==> src/logic/imc_pkg.sv <==
// constants for the interrupt mode control register, sources 52 to 55
package imc_pkg;
  localparam int IMC_NSRC = 4;
  localparam logic [31:0] IMC_REG_ADDR = 32'hFFFFE034;
  localparam logic [31:0] IMC_REG_RESET = 32'h00000000;
  localparam int IMC_LANE_W = 8;
  localparam int IMC_LVL_LSB = 0;
  localparam int IMC_DMA_BIT = 3;
  localparam int IMC_DET_LSB = 4;
  localparam logic [7:0] IMC_LANE_MASK = 8'h3F;
  localparam logic [2:0] IMC_LVL_OFF = 3'h0;
  localparam logic [2:0] IMC_CHAN_MAX = 3'h3;
endpackage : imc_pkg

==> src/logic/imc_mode_ctrl.sv <==
// interrupt mode control register for sources 52 to 55 with routing
`timescale 1ns/10ps
// Operation
// - a set routing bit makes the request a dma start, else a cpu irq.
// - routing clear: field 000 disables, 001 to 111 give levels 1 to 7.
// - routing set: field picks dma channel 0 to 3, higher values invalid.
// - byte lanes hold sources 52 to 55 from the low byte up, six bits each.
module imc_mode_ctrl
  import imc_pkg::*;
(
  // clock and reset
  input wire logic core_clk,
  input wire logic rst_b,
  input wire logic clk_en,
  // register port
  input wire logic [31:0] reg_addr,
  input wire logic [31:0] reg_wdata,
  input wire logic reg_wr,
  input wire logic reg_rd,
  output logic [31:0] reg_rdata,
  // source requests, bit 0 is source 52
  input wire logic [IMC_NSRC-1:0] src_req,
  // cpu side
  output logic [IMC_NSRC-1:0] cpu_irq,
  output logic [2:0] cpu_level [IMC_NSRC],
  // dma side
  output logic [IMC_NSRC-1:0] dma_start,
  output logic [1:0] dma_chan [IMC_NSRC],
  output logic [IMC_NSRC-1:0] dma_chan_bad
);

  ////////////////////////////////////////////////////////////////////////
  logic [31:0] mode_reg;
  logic [31:0] next_mode_reg;
  wire logic hit = reg_addr == IMC_REG_ADDR;
  wire logic wr_hit = reg_wr && hit;
  wire logic rd_hit = reg_rd && hit;

  // each lane keeps only its six defined bits
  genvar g;
  generate
    for (g = 0; g < IMC_NSRC; g++)
    begin : g_lane
      assign next_mode_reg[g*IMC_LANE_W +: IMC_LANE_W] =
        reg_wdata[g*IMC_LANE_W +: IMC_LANE_W] & IMC_LANE_MASK;
    end
  endgenerate

  always_ff @(posedge core_clk or negedge rst_b)
  begin
    if (!rst_b)
      mode_reg <= IMC_REG_RESET;
    else if (clk_en && wr_hit)
      mode_reg <= next_mode_reg;
  end

  always_ff @(posedge core_clk or negedge rst_b)
  begin
    if (!rst_b)
      reg_rdata <= 32'h00000000;
    else if (clk_en)
      reg_rdata <= rd_hit ? mode_reg : 32'h00000000;
  end

  ////////////////////////////////////////////////////////////////////////
  function automatic logic lane_dma(input logic [7:0] lane);
    lane_dma = lane[IMC_DMA_BIT];
  endfunction : lane_dma

  function automatic logic [2:0] lane_lvl(input logic [7:0] lane);
    lane_lvl = lane[IMC_LVL_LSB +: 3];
  endfunction : lane_lvl

  logic [IMC_NSRC-1:0] next_cpu_irq;
  logic [IMC_NSRC-1:0] next_dma_start;
  logic [IMC_NSRC-1:0] next_bad;

  generate
    for (g = 0; g < IMC_NSRC; g++)
    begin : g_route
      wire logic [7:0] lane = mode_reg[g*IMC_LANE_W +: IMC_LANE_W];
      wire logic to_dma = lane_dma(lane);
      wire logic [2:0] lvl = lane_lvl(lane);
      // level 000 masks the cpu request
      assign next_cpu_irq[g] = src_req[g] && !to_dma && lvl != IMC_LVL_OFF;
      // invalid channel values start nothing
      assign next_bad[g] = to_dma && lvl > IMC_CHAN_MAX;
      assign next_dma_start[g] = src_req[g] && to_dma && !next_bad[g];
      always_ff @(posedge core_clk or negedge rst_b)
      begin
        if (!rst_b)
        begin
          cpu_level[g] <= 3'h0;
          dma_chan[g] <= 2'h0;
        end
        else if (clk_en)
        begin
          cpu_level[g] <= to_dma ? 3'h0 : lvl;
          dma_chan[g] <= lvl[1:0];
        end
      end
    end
  endgenerate

  always_ff @(posedge core_clk or negedge rst_b)
  begin
    if (!rst_b)
    begin
      cpu_irq <= '0;
      dma_start <= '0;
      dma_chan_bad <= '0;
    end
    else if (clk_en)
    begin
      cpu_irq <= next_cpu_irq;
      dma_start <= next_dma_start;
      dma_chan_bad <= next_bad;
    end
  end

  ////////////////////////////////////////////////////////////////////////
  // register port
  reg_write_a: assert property (
    @(posedge core_clk) disable iff (!rst_b)
    clk_en && wr_hit |=> mode_reg == ($past(reg_wdata) & 32'h3F3F3F3F))
    else $error("register write not stored");
  reg_read_a: assert property (
    @(posedge core_clk) disable iff (!rst_b)
    clk_en && rd_hit |=> reg_rdata == $past(mode_reg))
    else $error("read data wrong");
  read_idle_a: assert property (
    @(posedge core_clk) disable iff (!rst_b)
    clk_en && !rd_hit |=> reg_rdata == 32'h00000000)
    else $error("read data left standing");
  write_miss_a: assert property (
    @(posedge core_clk) disable iff (!rst_b)
    clk_en && !wr_hit |=> $stable(mode_reg))
    else $error("register changed without write");
  reserved_zero_a: assert property (
    @(posedge core_clk) disable iff (!rst_b)
    (reg_rdata & 32'hC0C0C0C0) == 32'h00000000)
    else $error("reserved bits read nonzero");
  clk_hold_a: assert property (
    @(posedge core_clk) disable iff (!rst_b)
    !clk_en |=> $stable(mode_reg) && $stable(reg_rdata)
    && $stable(cpu_irq) && $stable(dma_start))
    else $error("state moved while clock enable low");

  // routing to cpu or dma
  no_both_a: assert property (
    @(posedge core_clk) disable iff (!rst_b)
    !(|(cpu_irq & dma_start)))
    else $error("request routed twice");
  idle_quiet_a: assert property (
    @(posedge core_clk) disable iff (!rst_b)
    clk_en && src_req == 4'h0 |=> cpu_irq == 4'h0 && dma_start == 4'h0)
    else $error("output without request");
  dma_route0_a: assert property (
    @(posedge core_clk) disable iff (!rst_b)
    clk_en && src_req[0] && mode_reg[3] && mode_reg[2:0] <= 3'h3
    |=> dma_start[0] && !cpu_irq[0])
    else $error("source 52 dma start missing");
  dma_route1_a: assert property (
    @(posedge core_clk) disable iff (!rst_b)
    clk_en && src_req[1] && mode_reg[11] && mode_reg[10:8] <= 3'h3
    |=> dma_start[1] && !cpu_irq[1])
    else $error("source 53 dma start missing");
  dma_route2_a: assert property (
    @(posedge core_clk) disable iff (!rst_b)
    clk_en && src_req[2] && mode_reg[19] && mode_reg[18:16] <= 3'h3
    |=> dma_start[2] && !cpu_irq[2])
    else $error("source 54 dma start missing");
  dma_route3_a: assert property (
    @(posedge core_clk) disable iff (!rst_b)
    clk_en && src_req[3] && mode_reg[27] && mode_reg[26:24] <= 3'h3
    |=> dma_start[3] && !cpu_irq[3])
    else $error("source 55 dma start missing");

  // priority levels
  cpu_route0_a: assert property (
    @(posedge core_clk) disable iff (!rst_b)
    clk_en && src_req[0] && !mode_reg[3] && mode_reg[2:0] != 3'h0
    |=> cpu_irq[0] && cpu_level[0] == $past(mode_reg[2:0]))
    else $error("source 52 cpu request wrong");
  cpu_route1_a: assert property (
    @(posedge core_clk) disable iff (!rst_b)
    clk_en && src_req[1] && !mode_reg[11] && mode_reg[10:8] != 3'h0
    |=> cpu_irq[1] && cpu_level[1] == $past(mode_reg[10:8]))
    else $error("source 53 cpu request wrong");
  cpu_route2_a: assert property (
    @(posedge core_clk) disable iff (!rst_b)
    clk_en && src_req[2] && !mode_reg[19] && mode_reg[18:16] != 3'h0
    |=> cpu_irq[2] && cpu_level[2] == $past(mode_reg[18:16]))
    else $error("source 54 cpu request wrong");
  cpu_route3_a: assert property (
    @(posedge core_clk) disable iff (!rst_b)
    clk_en && src_req[3] && !mode_reg[27] && mode_reg[26:24] != 3'h0
    |=> cpu_irq[3] && cpu_level[3] == $past(mode_reg[26:24]))
    else $error("source 55 cpu request wrong");
  lvl_off0_a: assert property (
    @(posedge core_clk) disable iff (!rst_b)
    clk_en && !mode_reg[3] && mode_reg[2:0] == 3'h0 |=> !cpu_irq[0])
    else $error("disabled source 52 raised");
  lvl_off1_a: assert property (
    @(posedge core_clk) disable iff (!rst_b)
    clk_en && !mode_reg[11] && mode_reg[10:8] == 3'h0 |=> !cpu_irq[1])
    else $error("disabled source 53 raised");
  lvl_off2_a: assert property (
    @(posedge core_clk) disable iff (!rst_b)
    clk_en && !mode_reg[19] && mode_reg[18:16] == 3'h0 |=> !cpu_irq[2])
    else $error("disabled source 54 raised");
  lvl_off3_a: assert property (
    @(posedge core_clk) disable iff (!rst_b)
    clk_en && !mode_reg[27] && mode_reg[26:24] == 3'h0 |=> !cpu_irq[3])
    else $error("disabled source 55 raised");
  dma_level_zero_a: assert property (
    @(posedge core_clk) disable iff (!rst_b)
    clk_en && mode_reg[3] |=> cpu_level[0] == 3'h0)
    else $error("level shown for dma source");

  // dma channel select
  chan_sel0_a: assert property (
    @(posedge core_clk) disable iff (!rst_b)
    clk_en && mode_reg[3] |=> dma_chan[0] == $past(mode_reg[1:0]))
    else $error("source 52 channel wrong");
  chan_sel1_a: assert property (
    @(posedge core_clk) disable iff (!rst_b)
    clk_en && mode_reg[11] |=> dma_chan[1] == $past(mode_reg[9:8]))
    else $error("source 53 channel wrong");
  chan_sel2_a: assert property (
    @(posedge core_clk) disable iff (!rst_b)
    clk_en && mode_reg[19] |=> dma_chan[2] == $past(mode_reg[17:16]))
    else $error("source 54 channel wrong");
  chan_sel3_a: assert property (
    @(posedge core_clk) disable iff (!rst_b)
    clk_en && mode_reg[27] |=> dma_chan[3] == $past(mode_reg[25:24]))
    else $error("source 55 channel wrong");
  chan_bad0_a: assert property (
    @(posedge core_clk) disable iff (!rst_b)
    clk_en && mode_reg[3] && mode_reg[2]
    |=> dma_chan_bad[0] && !dma_start[0])
    else $error("invalid channel started on source 52");
  chan_bad1_a: assert property (
    @(posedge core_clk) disable iff (!rst_b)
    clk_en && mode_reg[11] && mode_reg[10]
    |=> dma_chan_bad[1] && !dma_start[1])
    else $error("invalid channel started on source 53");
  chan_bad2_a: assert property (
    @(posedge core_clk) disable iff (!rst_b)
    clk_en && mode_reg[19] && mode_reg[18]
    |=> dma_chan_bad[2] && !dma_start[2])
    else $error("invalid channel started on source 54");
  chan_bad3_a: assert property (
    @(posedge core_clk) disable iff (!rst_b)
    clk_en && mode_reg[27] && mode_reg[26]
    |=> dma_chan_bad[3] && !dma_start[3])
    else $error("invalid channel started on source 55");

endmodule : imc_mode_ctrl

==> config.mk <==
export PLATFORM = sky130hd
export DESIGN_NAME = imc_mode_ctrl
export DESIGN_NICKNAME = d
export VERILOG_FILES = /design/src/logic/imc_pkg.sv /design/src/logic/imc_mode_ctrl.sv
export SDC_FILE = /design/constraint.sdc
export NUM_CORES = 1
export LEC_CHECK = 0
export ABC_AREA = 1
export CORE_ASPECT_RATIO = 0.7
export CORE_UTILIZATION = 40
export CTS_CLUSTER_DIAMETER = 80
export DETAILED_ROUTE_END_ITERATION = 12
export DONT_BUFFER_PORTS = 1
export REMOVE_ABC_BUFFERS = 1
export SYNTH_ARGS = -nofsm -noshare
export SYNTH_HDL_FRONTEND = slang
export SYNTH_SLANG_ARGS = --single-unit
==> constraint.sdc <==
create_clock -name core_clk -period 1 [get_ports core_clk]
set_input_delay 0.05 -clock core_clk [delete_from_list [all_inputs] [get_ports core_clk]]
set_output_delay 0.05 -clock core_clk [all_outputs]
set_load 0.01 [all_outputs]
==> flow_metrics.env, run 1 <==
export IMPL_violations="negative hold slack"
export IMPL_cp_start_kind="register"
export IMPL_htreeDepth=3
export IMPL_synth_seq_cells=80
export IMPL_synth_area_leaders="dfrtp_1 55%, nand2_1 19%, nand4_1 8.3%"
export IMPL_viasPerCell=5.00
export IMPL_fill_cells=821
export IMPL_min_period_over_period_pct=90.6
export IMPL_synth_common_cells="182 x nand2_1, 80 x dfrtp_1, 48 x nand4_1"
export IMPL_place_congestion=0.737
export IMPL_status="finished with violations"
export IMPL_crit_slowest_cell="dfrtp_2"
export IMPL_crit_required_ps=1240
export IMPL_start_util_pct=41.9
export IMPL_routed_wl_mm=8.67
export IMPL_core_um2=8620
export IMPL_final_setup_skew_ps=5.66
export IMPL_drtIter0Drc=216
export IMPL_die_area_um2=9410
export IMPL_power_total_mw=6.51
export IMPL_critPathLaunch="mode_reg[19]"
export IMPL_combPwrFrac_pct=3.8
export IMPL_yosys_warnings=0
export IMPL_nNetsFinal=529
export IMPL_synth_distinct_cells=19
export IMPL_timing_fmax_mhz=1100
export IMPL_die_width_um=116
export IMPL_dpl_hpwl_mm=5.62
export IMPL_routedWlPerCell_um=14.9
export IMPL_cts_sinks=80
export IMPL_rr_startpoint="mode_reg[19]"
export IMPL_cp_slowest_stage_delay_ps=430
export IMPL_irDropWorstVdd_mv=0.871
export IMPL_first_pass_iters=4
export IMPL_dpl_cell_count=536
export IMPL_critPathKind="register to register"
export IMPL_cts_buffer_depth=2
export IMPL_hold_viol=118
export IMPL_tritoncts="built"
export IMPL_clk_pin_slew_ps=60
export IMPL_synth_top_cell_area_share_pct=55.5
export IMPL_reg2reg_slack_ps=90
export IMPL_setup_tns_final_ps=0
export IMPL_yosysSeqAreaShare_pct=55.5
export IMPL_cp_max_fo=6
export IMPL_p_int_mw=5.15
export IMPL_routed_via_count=2900
export IMPL_pwr_share_clk_pct=46.4
export IMPL_path_cells="nand2_1 -> inv_1 -> nand2_1 -> o21ai_0"
export IMPL_crit_top_cell="nand2_1"
export IMPL_p_switching_mw=1.36
export IMPL_clk_latency_ps=330
export IMPL_numCtsBuffers=9
export IMPL_grt_usage_pct=19.8
export IMPL_endpoint_kind="register"
export IMPL_port_buffers=0
export IMPL_ys_async_sr_fraction_pct=100
export IMPL_placed_cell_area_um2=3690
export IMPL_hp_class="input pin to asynchronous set/reset pin"
export IMPL_drv_slew=0
export IMPL_holdWs_ps=-589
export IMPL_synth_area_leader_cell="dfrtp_1"
export IMPL_grt_remaining_overflow=0
export IMPL_cts_root_buf="clkbuf_16"
export IMPL_powerDensity_nw_per_um2=1530
export IMPL_drv_cap=0
export IMPL_grt_pass1_vias=2827
export IMPL_finalCriticalPeriod_ps=906
export IMPL_drtAntennaViolNets=0
export IMPL_pwr_share_seq_pct=49.8
export IMPL_switching_share_pct=20.9
export IMPL_grt_max_degree=81
export IMPL_leakage_nw=2.38
export IMPL_yosysMostFrequentCell="nand2_1"
export IMPL_stdcell_count=580
export IMPL_ios=137
export IMPL_areaGrowthSynthToFinish_pct=18.2
export IMPL_finalInstanceArea_um2=4270
export IMPL_synth_edf_count=0
export IMPL_rsz0062_at_grt="no"
export IMPL_dieHeight_um=81.5
export IMPL_grt_pass1_wl_mm=14.0
export IMPL_synth_area_per_cell_um2=8.43
export IMPL_syn_area_um2=3610
export IMPL_drive_gt1_share_pct=7.39
export IMPL_setup_violations=0
export IMPL_post_cts_setup_buffers=0
export IMPL_drc=0
export IMPL_synth_cells=428
export IMPL_cp_data_arrival_time_ps=1150
export IMPL_ys_flop_type="dfrtp_1"
export IMPL_rows=28
export IMPL_antenna_cells=0
export IMPL_antenna_found_initial=0
-- metrics by stage --
stage	util (%)	setup WS (ps)
3_3_place_gp	42.8	-0.726
3_5_place_dp	42.8	-35.4
5_1_grt	49.5	26.5
2_1_floorplan	-	-623
4_1_cts	49.2	53.0
6_report	49.5	94.4
-- cell usage in the layout (no fill, tap or decap), types with 4 or more instances in the layout --
cell           Yosys  layout
o21ai_0           18      18
conb_1             1       8
nor3_1             4       4
inv_1             40      40
nand2_1          182     182
buf_4              8      12
clkbuf_16          0       9
dlygate4sd3_1      0      28
dfrtp_1           80      79
nand4_1           48      48
nor2_1             9       9
nand3_1            4       4
-- kinds of logic after synthesis --
kind of cell | after synthesis | synth area share [%]
simple gates | 250 | 30.2
flops | 80 | 55.5
buf+inv | 74 | 10.5
compound gates | 23 | 3.71
other cells | 1 | 0.104
-- layout make-up --
type                    instances  area (µm²)  area share, %
flip-flops and latches         80        2000           47.0
multi-input cells             281        1250           29.4
repair buffers                 43         430           10.1
clock buffers                  12         256           6.01
inverters                      41         154           3.61
well taps                     120         150           3.52
clock inverters                 3        17.5          0.411
-- critical path, delay by kind of cell (launching register included) --
kind	cells	cell delay (ps)
compound gates	1	170
flops	1	430
simple gates	2	110
buf+inv	1	100
-- layer usage --
layer / GRT usage, % / vias up / share of wire, %
met5: 0 / - / 0
met4: 6.36 / 0 / 1.1
met3: 6.94 / 7 / 8.7
met2: 32.0 / 107 / 46
met1: 24.9 / 1376 / 44
li1: - / 1410 / -
-- timing repair --
action	4_1_cts	5_1_grt
endpoints found under the hold margin	157	128
gates resized for setup	0	1
endpoints found under the setup margin	0	2
hold buffers	28	1
-- path summary, 6_finish.rpt --
kind,cells past startpoint,end
setup / recovery,4,dma_start[2]
hold / removal,0,reg_rdata[1]
setup reg to reg,4,dma_start[2]
hold reg to reg,2,mode_reg[21]
max in group asynchronous,0,reg_rdata[12]
min in group core_clk,2,cpu_level[2]
-- power groups by stage --
stage | Clock (mW) | Sequential (mW) | Combinational, mW
after floorplan | 0 | 3.30 | 0.0799
after global placement | 0 | 3.30 | 0.127
after detailed placement | 0 | 3.30 | 0.128
after CTS | 3.09 | 3.24 | 0.222
after global routing | 3.22 | 3.24 | 0.276
final | 3.02 | 3.24 | 0.250
No activity file was read; power rests on OpenSTA's default activity.
==> inputs of run 2 (changes only) <==
--- a/config.mk
+++ b/config.mk
@@ -6,11 +6,12 @@
 export NUM_CORES = 1
 export LEC_CHECK = 0
 export ABC_AREA = 1
+export BUFFER_PORTS_ARGS = -buffer_cell sky130_fd_sc_hd__buf_2
 export CORE_ASPECT_RATIO = 0.7
-export CORE_UTILIZATION = 40
+export CORE_UTILIZATION = 49
 export CTS_CLUSTER_DIAMETER = 80
 export DETAILED_ROUTE_END_ITERATION = 12
-export DONT_BUFFER_PORTS = 1
+export PLACE_DENSITY = 0.8
 export REMOVE_ABC_BUFFERS = 1
 export SYNTH_ARGS = -nofsm -noshare
 export SYNTH_HDL_FRONTEND = slang
==> run 2 against run 1 <==
Against the previous run: the run now ends clean; worst hold slack improved by 740 ps; maximum frequency fell by 5.5%; first-iteration DRC count fell by 0.46%; critical path depth fell by 3; clock skew rose by 3.8 ps; design area rose by 13%; sequential share of layout area fell by 5.5 points; non-clock buffer count rose by 123; sequential power barely moved; die area fell by 18%; core utilization rose by 20 points; highest routed layer unchanged.
==> flow_metrics.env, run 2 (synthesis gave the netlist of run 1 again) <==
export IMPL_final_setup_skew_ps=9.43
export IMPL_cp_start_kind="register"
export IMPL_ios=137
export IMPL_htreeDepth=3
export IMPL_core_um2=6940
export IMPL_crit_required_ps=950
export IMPL_grt_remaining_overflow=0
export IMPL_start_util_pct=52.0
export IMPL_path_buf_inv=1
export IMPL_status="finished, final reports clean"
export IMPL_mostFrequentLayoutCell="nand2_1"
export IMPL_critPathKind="register to output pin"
export IMPL_grt_pass1_wl_mm=15.9
export IMPL_finalInstanceArea_um2=4830
export IMPL_clk_latency_ps=360
export IMPL_placed_cell_area_um2=4340
export IMPL_hold_viol=0
export IMPL_dpl_cell_count=632
export IMPL_die_width_um=105
export IMPL_nNetsFinal=652
export IMPL_drv_slew=0
export IMPL_clk_pin_slew_ps=80
export IMPL_stdcell_count=678
export IMPL_crit_family="flip-flops"
export IMPL_dieHeight_um=73.8
export IMPL_grt_usage_pct=26.9
export IMPL_finalCriticalPeriod_ps=958
export IMPL_cts_buffer_depth=2
export IMPL_routed_via_count=3409
export IMPL_viasPerCell=5.03
export IMPL_die_area_um2=7720
export IMPL_drive_gt1_share_pct=26.7
export IMPL_drtIter0Drc=215
export IMPL_fill_cells=568
export IMPL_max_slew_margin_pct=65.9
export IMPL_timing_fmax_mhz=1040
export IMPL_leakage_nw=2.94
export IMPL_powerDensity_nw_per_um2=1250
export IMPL_dpl_hpwl_mm=6.34
export IMPL_drtAntennaViolNets=0
export IMPL_port_buffers=120
export IMPL_rows=25
export IMPL_numCtsBuffers=9
export IMPL_routedWlPerCell_um=14.1
export IMPL_layout_common_cells="182 x nand2_1, 118 x buf_2, 80 x dfrtp_1"
export IMPL_antenna_found_initial=0
export IMPL_cp_slowest_stage_delay_ps=420
export IMPL_worst_pin_slew_ps=511
export IMPL_tritoncts="built"
export IMPL_place_ws_ps=-117
export IMPL_cp_data_arrival_time_ps=910
export IMPL_hp_class="input pin to asynchronous set/reset pin"
export IMPL_setup_tns_final_ps=0
export IMPL_path_cells="buf_6"
export IMPL_endpoint_kind="output pin"
export IMPL_grt_max_degree=33
export IMPL_grt_pass1_vias=3339
export IMPL_place_congestion=0.796
export IMPL_areaGrowthSynthToFinish_pct=33.8
export IMPL_final_util_pct=69.5
export IMPL_fin_ws_ps=42.1
export IMPL_drc=0
export IMPL_rsz0062_at_grt="no"
export IMPL_cts_root_buf="clkbuf_8"
export IMPL_drv_cap=0
export IMPL_setup_violations=0
export IMPL_cp_max_fo=2
export IMPL_min_period_over_period_pct=95.8
export IMPL_antenna_cells=0
export IMPL_irDropWorstVdd_mv=0.911
export IMPL_first_pass_iters=4
export IMPL_cts_sinks=80
export IMPL_crit_slowest_cell="dfrtp_1"
export IMPL_routed_wl_mm=9.54
## run 2: cell count changes in the layout (fill, tap and decap cells not counted)
cell           previous run  this run
dfrtp_1                  79        80
clkbuf_16                 9         0
clkinv_2                  2         3
buf_12                    3         7
buf_6                     0         1
bufinv_16                 0         1
dfrtp_2                   1         0
buf_2                     0       118
buf_4                    12        11
clkbuf_8                  2         9
dlygate4sd3_1            28        29
clkinvlp_4                1         2
## run 2: stage by stage
step | hold slack [ps] | total power, mW
floorplan | -246 | 3.38
global placement | -35.1 | 3.68
detailed placement | -28.7 | 3.69
CTS | 138 | 6.06
global route | 166 | 6.23
finish | 150 | 6.03
## run 2: path summary, 6_finish.rpt
check	startpoint	end	slack (ps)	cells after the start
max	reg_rdata[28]	reg_rdata[28]	40	1
min	rst_b	reg_rdata[0]	150	2
max reg2reg	mode_reg[19]	dma_start[2]	80	4
min reg2reg	dma_chan[2]	dma_chan[2]	470	2
max in group asynchronous	rst_b	reg_rdata[10]	360	3
min in group core_clk	clk_en	cpu_level[2]	210	4
## run 2: layout make-up
class,count,area (µm²),share of cell area [%]
Sequential cell,80,2000,41.5
Multi-Input combinational cell,281,1250,26.0
Timing Repair Buffer,166,1110,23.1
Inverter,41,154,3.19
Clock buffer,10,128,2.64
Tap cell,94,118,2.44
Clock inverter,6,60.1,1.24
## run 2: repair_timing
item,4_1_cts,5_1_grt
hold buffers,29,0
setup endpoints to repair,0,2
resized for setup,0,1
endpoints found under the hold margin,112,0
setup buffers,0,1
## run 2: power breakdown
part | internal, mW | switching, mW | leakage, nW
Combinational | 0.230 | 0.261 | 1.73
Clock | 1.14 | 1.16 | 0.0920
Sequential | 3.23 | 0.00000000807 | 1.12
Total | 4.60 | 1.43 | 2.94
## run 2: per-layer routing
metal,track usage (%),vias to the layer above,wire length [µm]
met3,7.36,12,625
met1,34.6,1619,4160
met2,45.9,123,4650
li1,-,1655,-
met5,0,-,0
met4,6.57,0,104
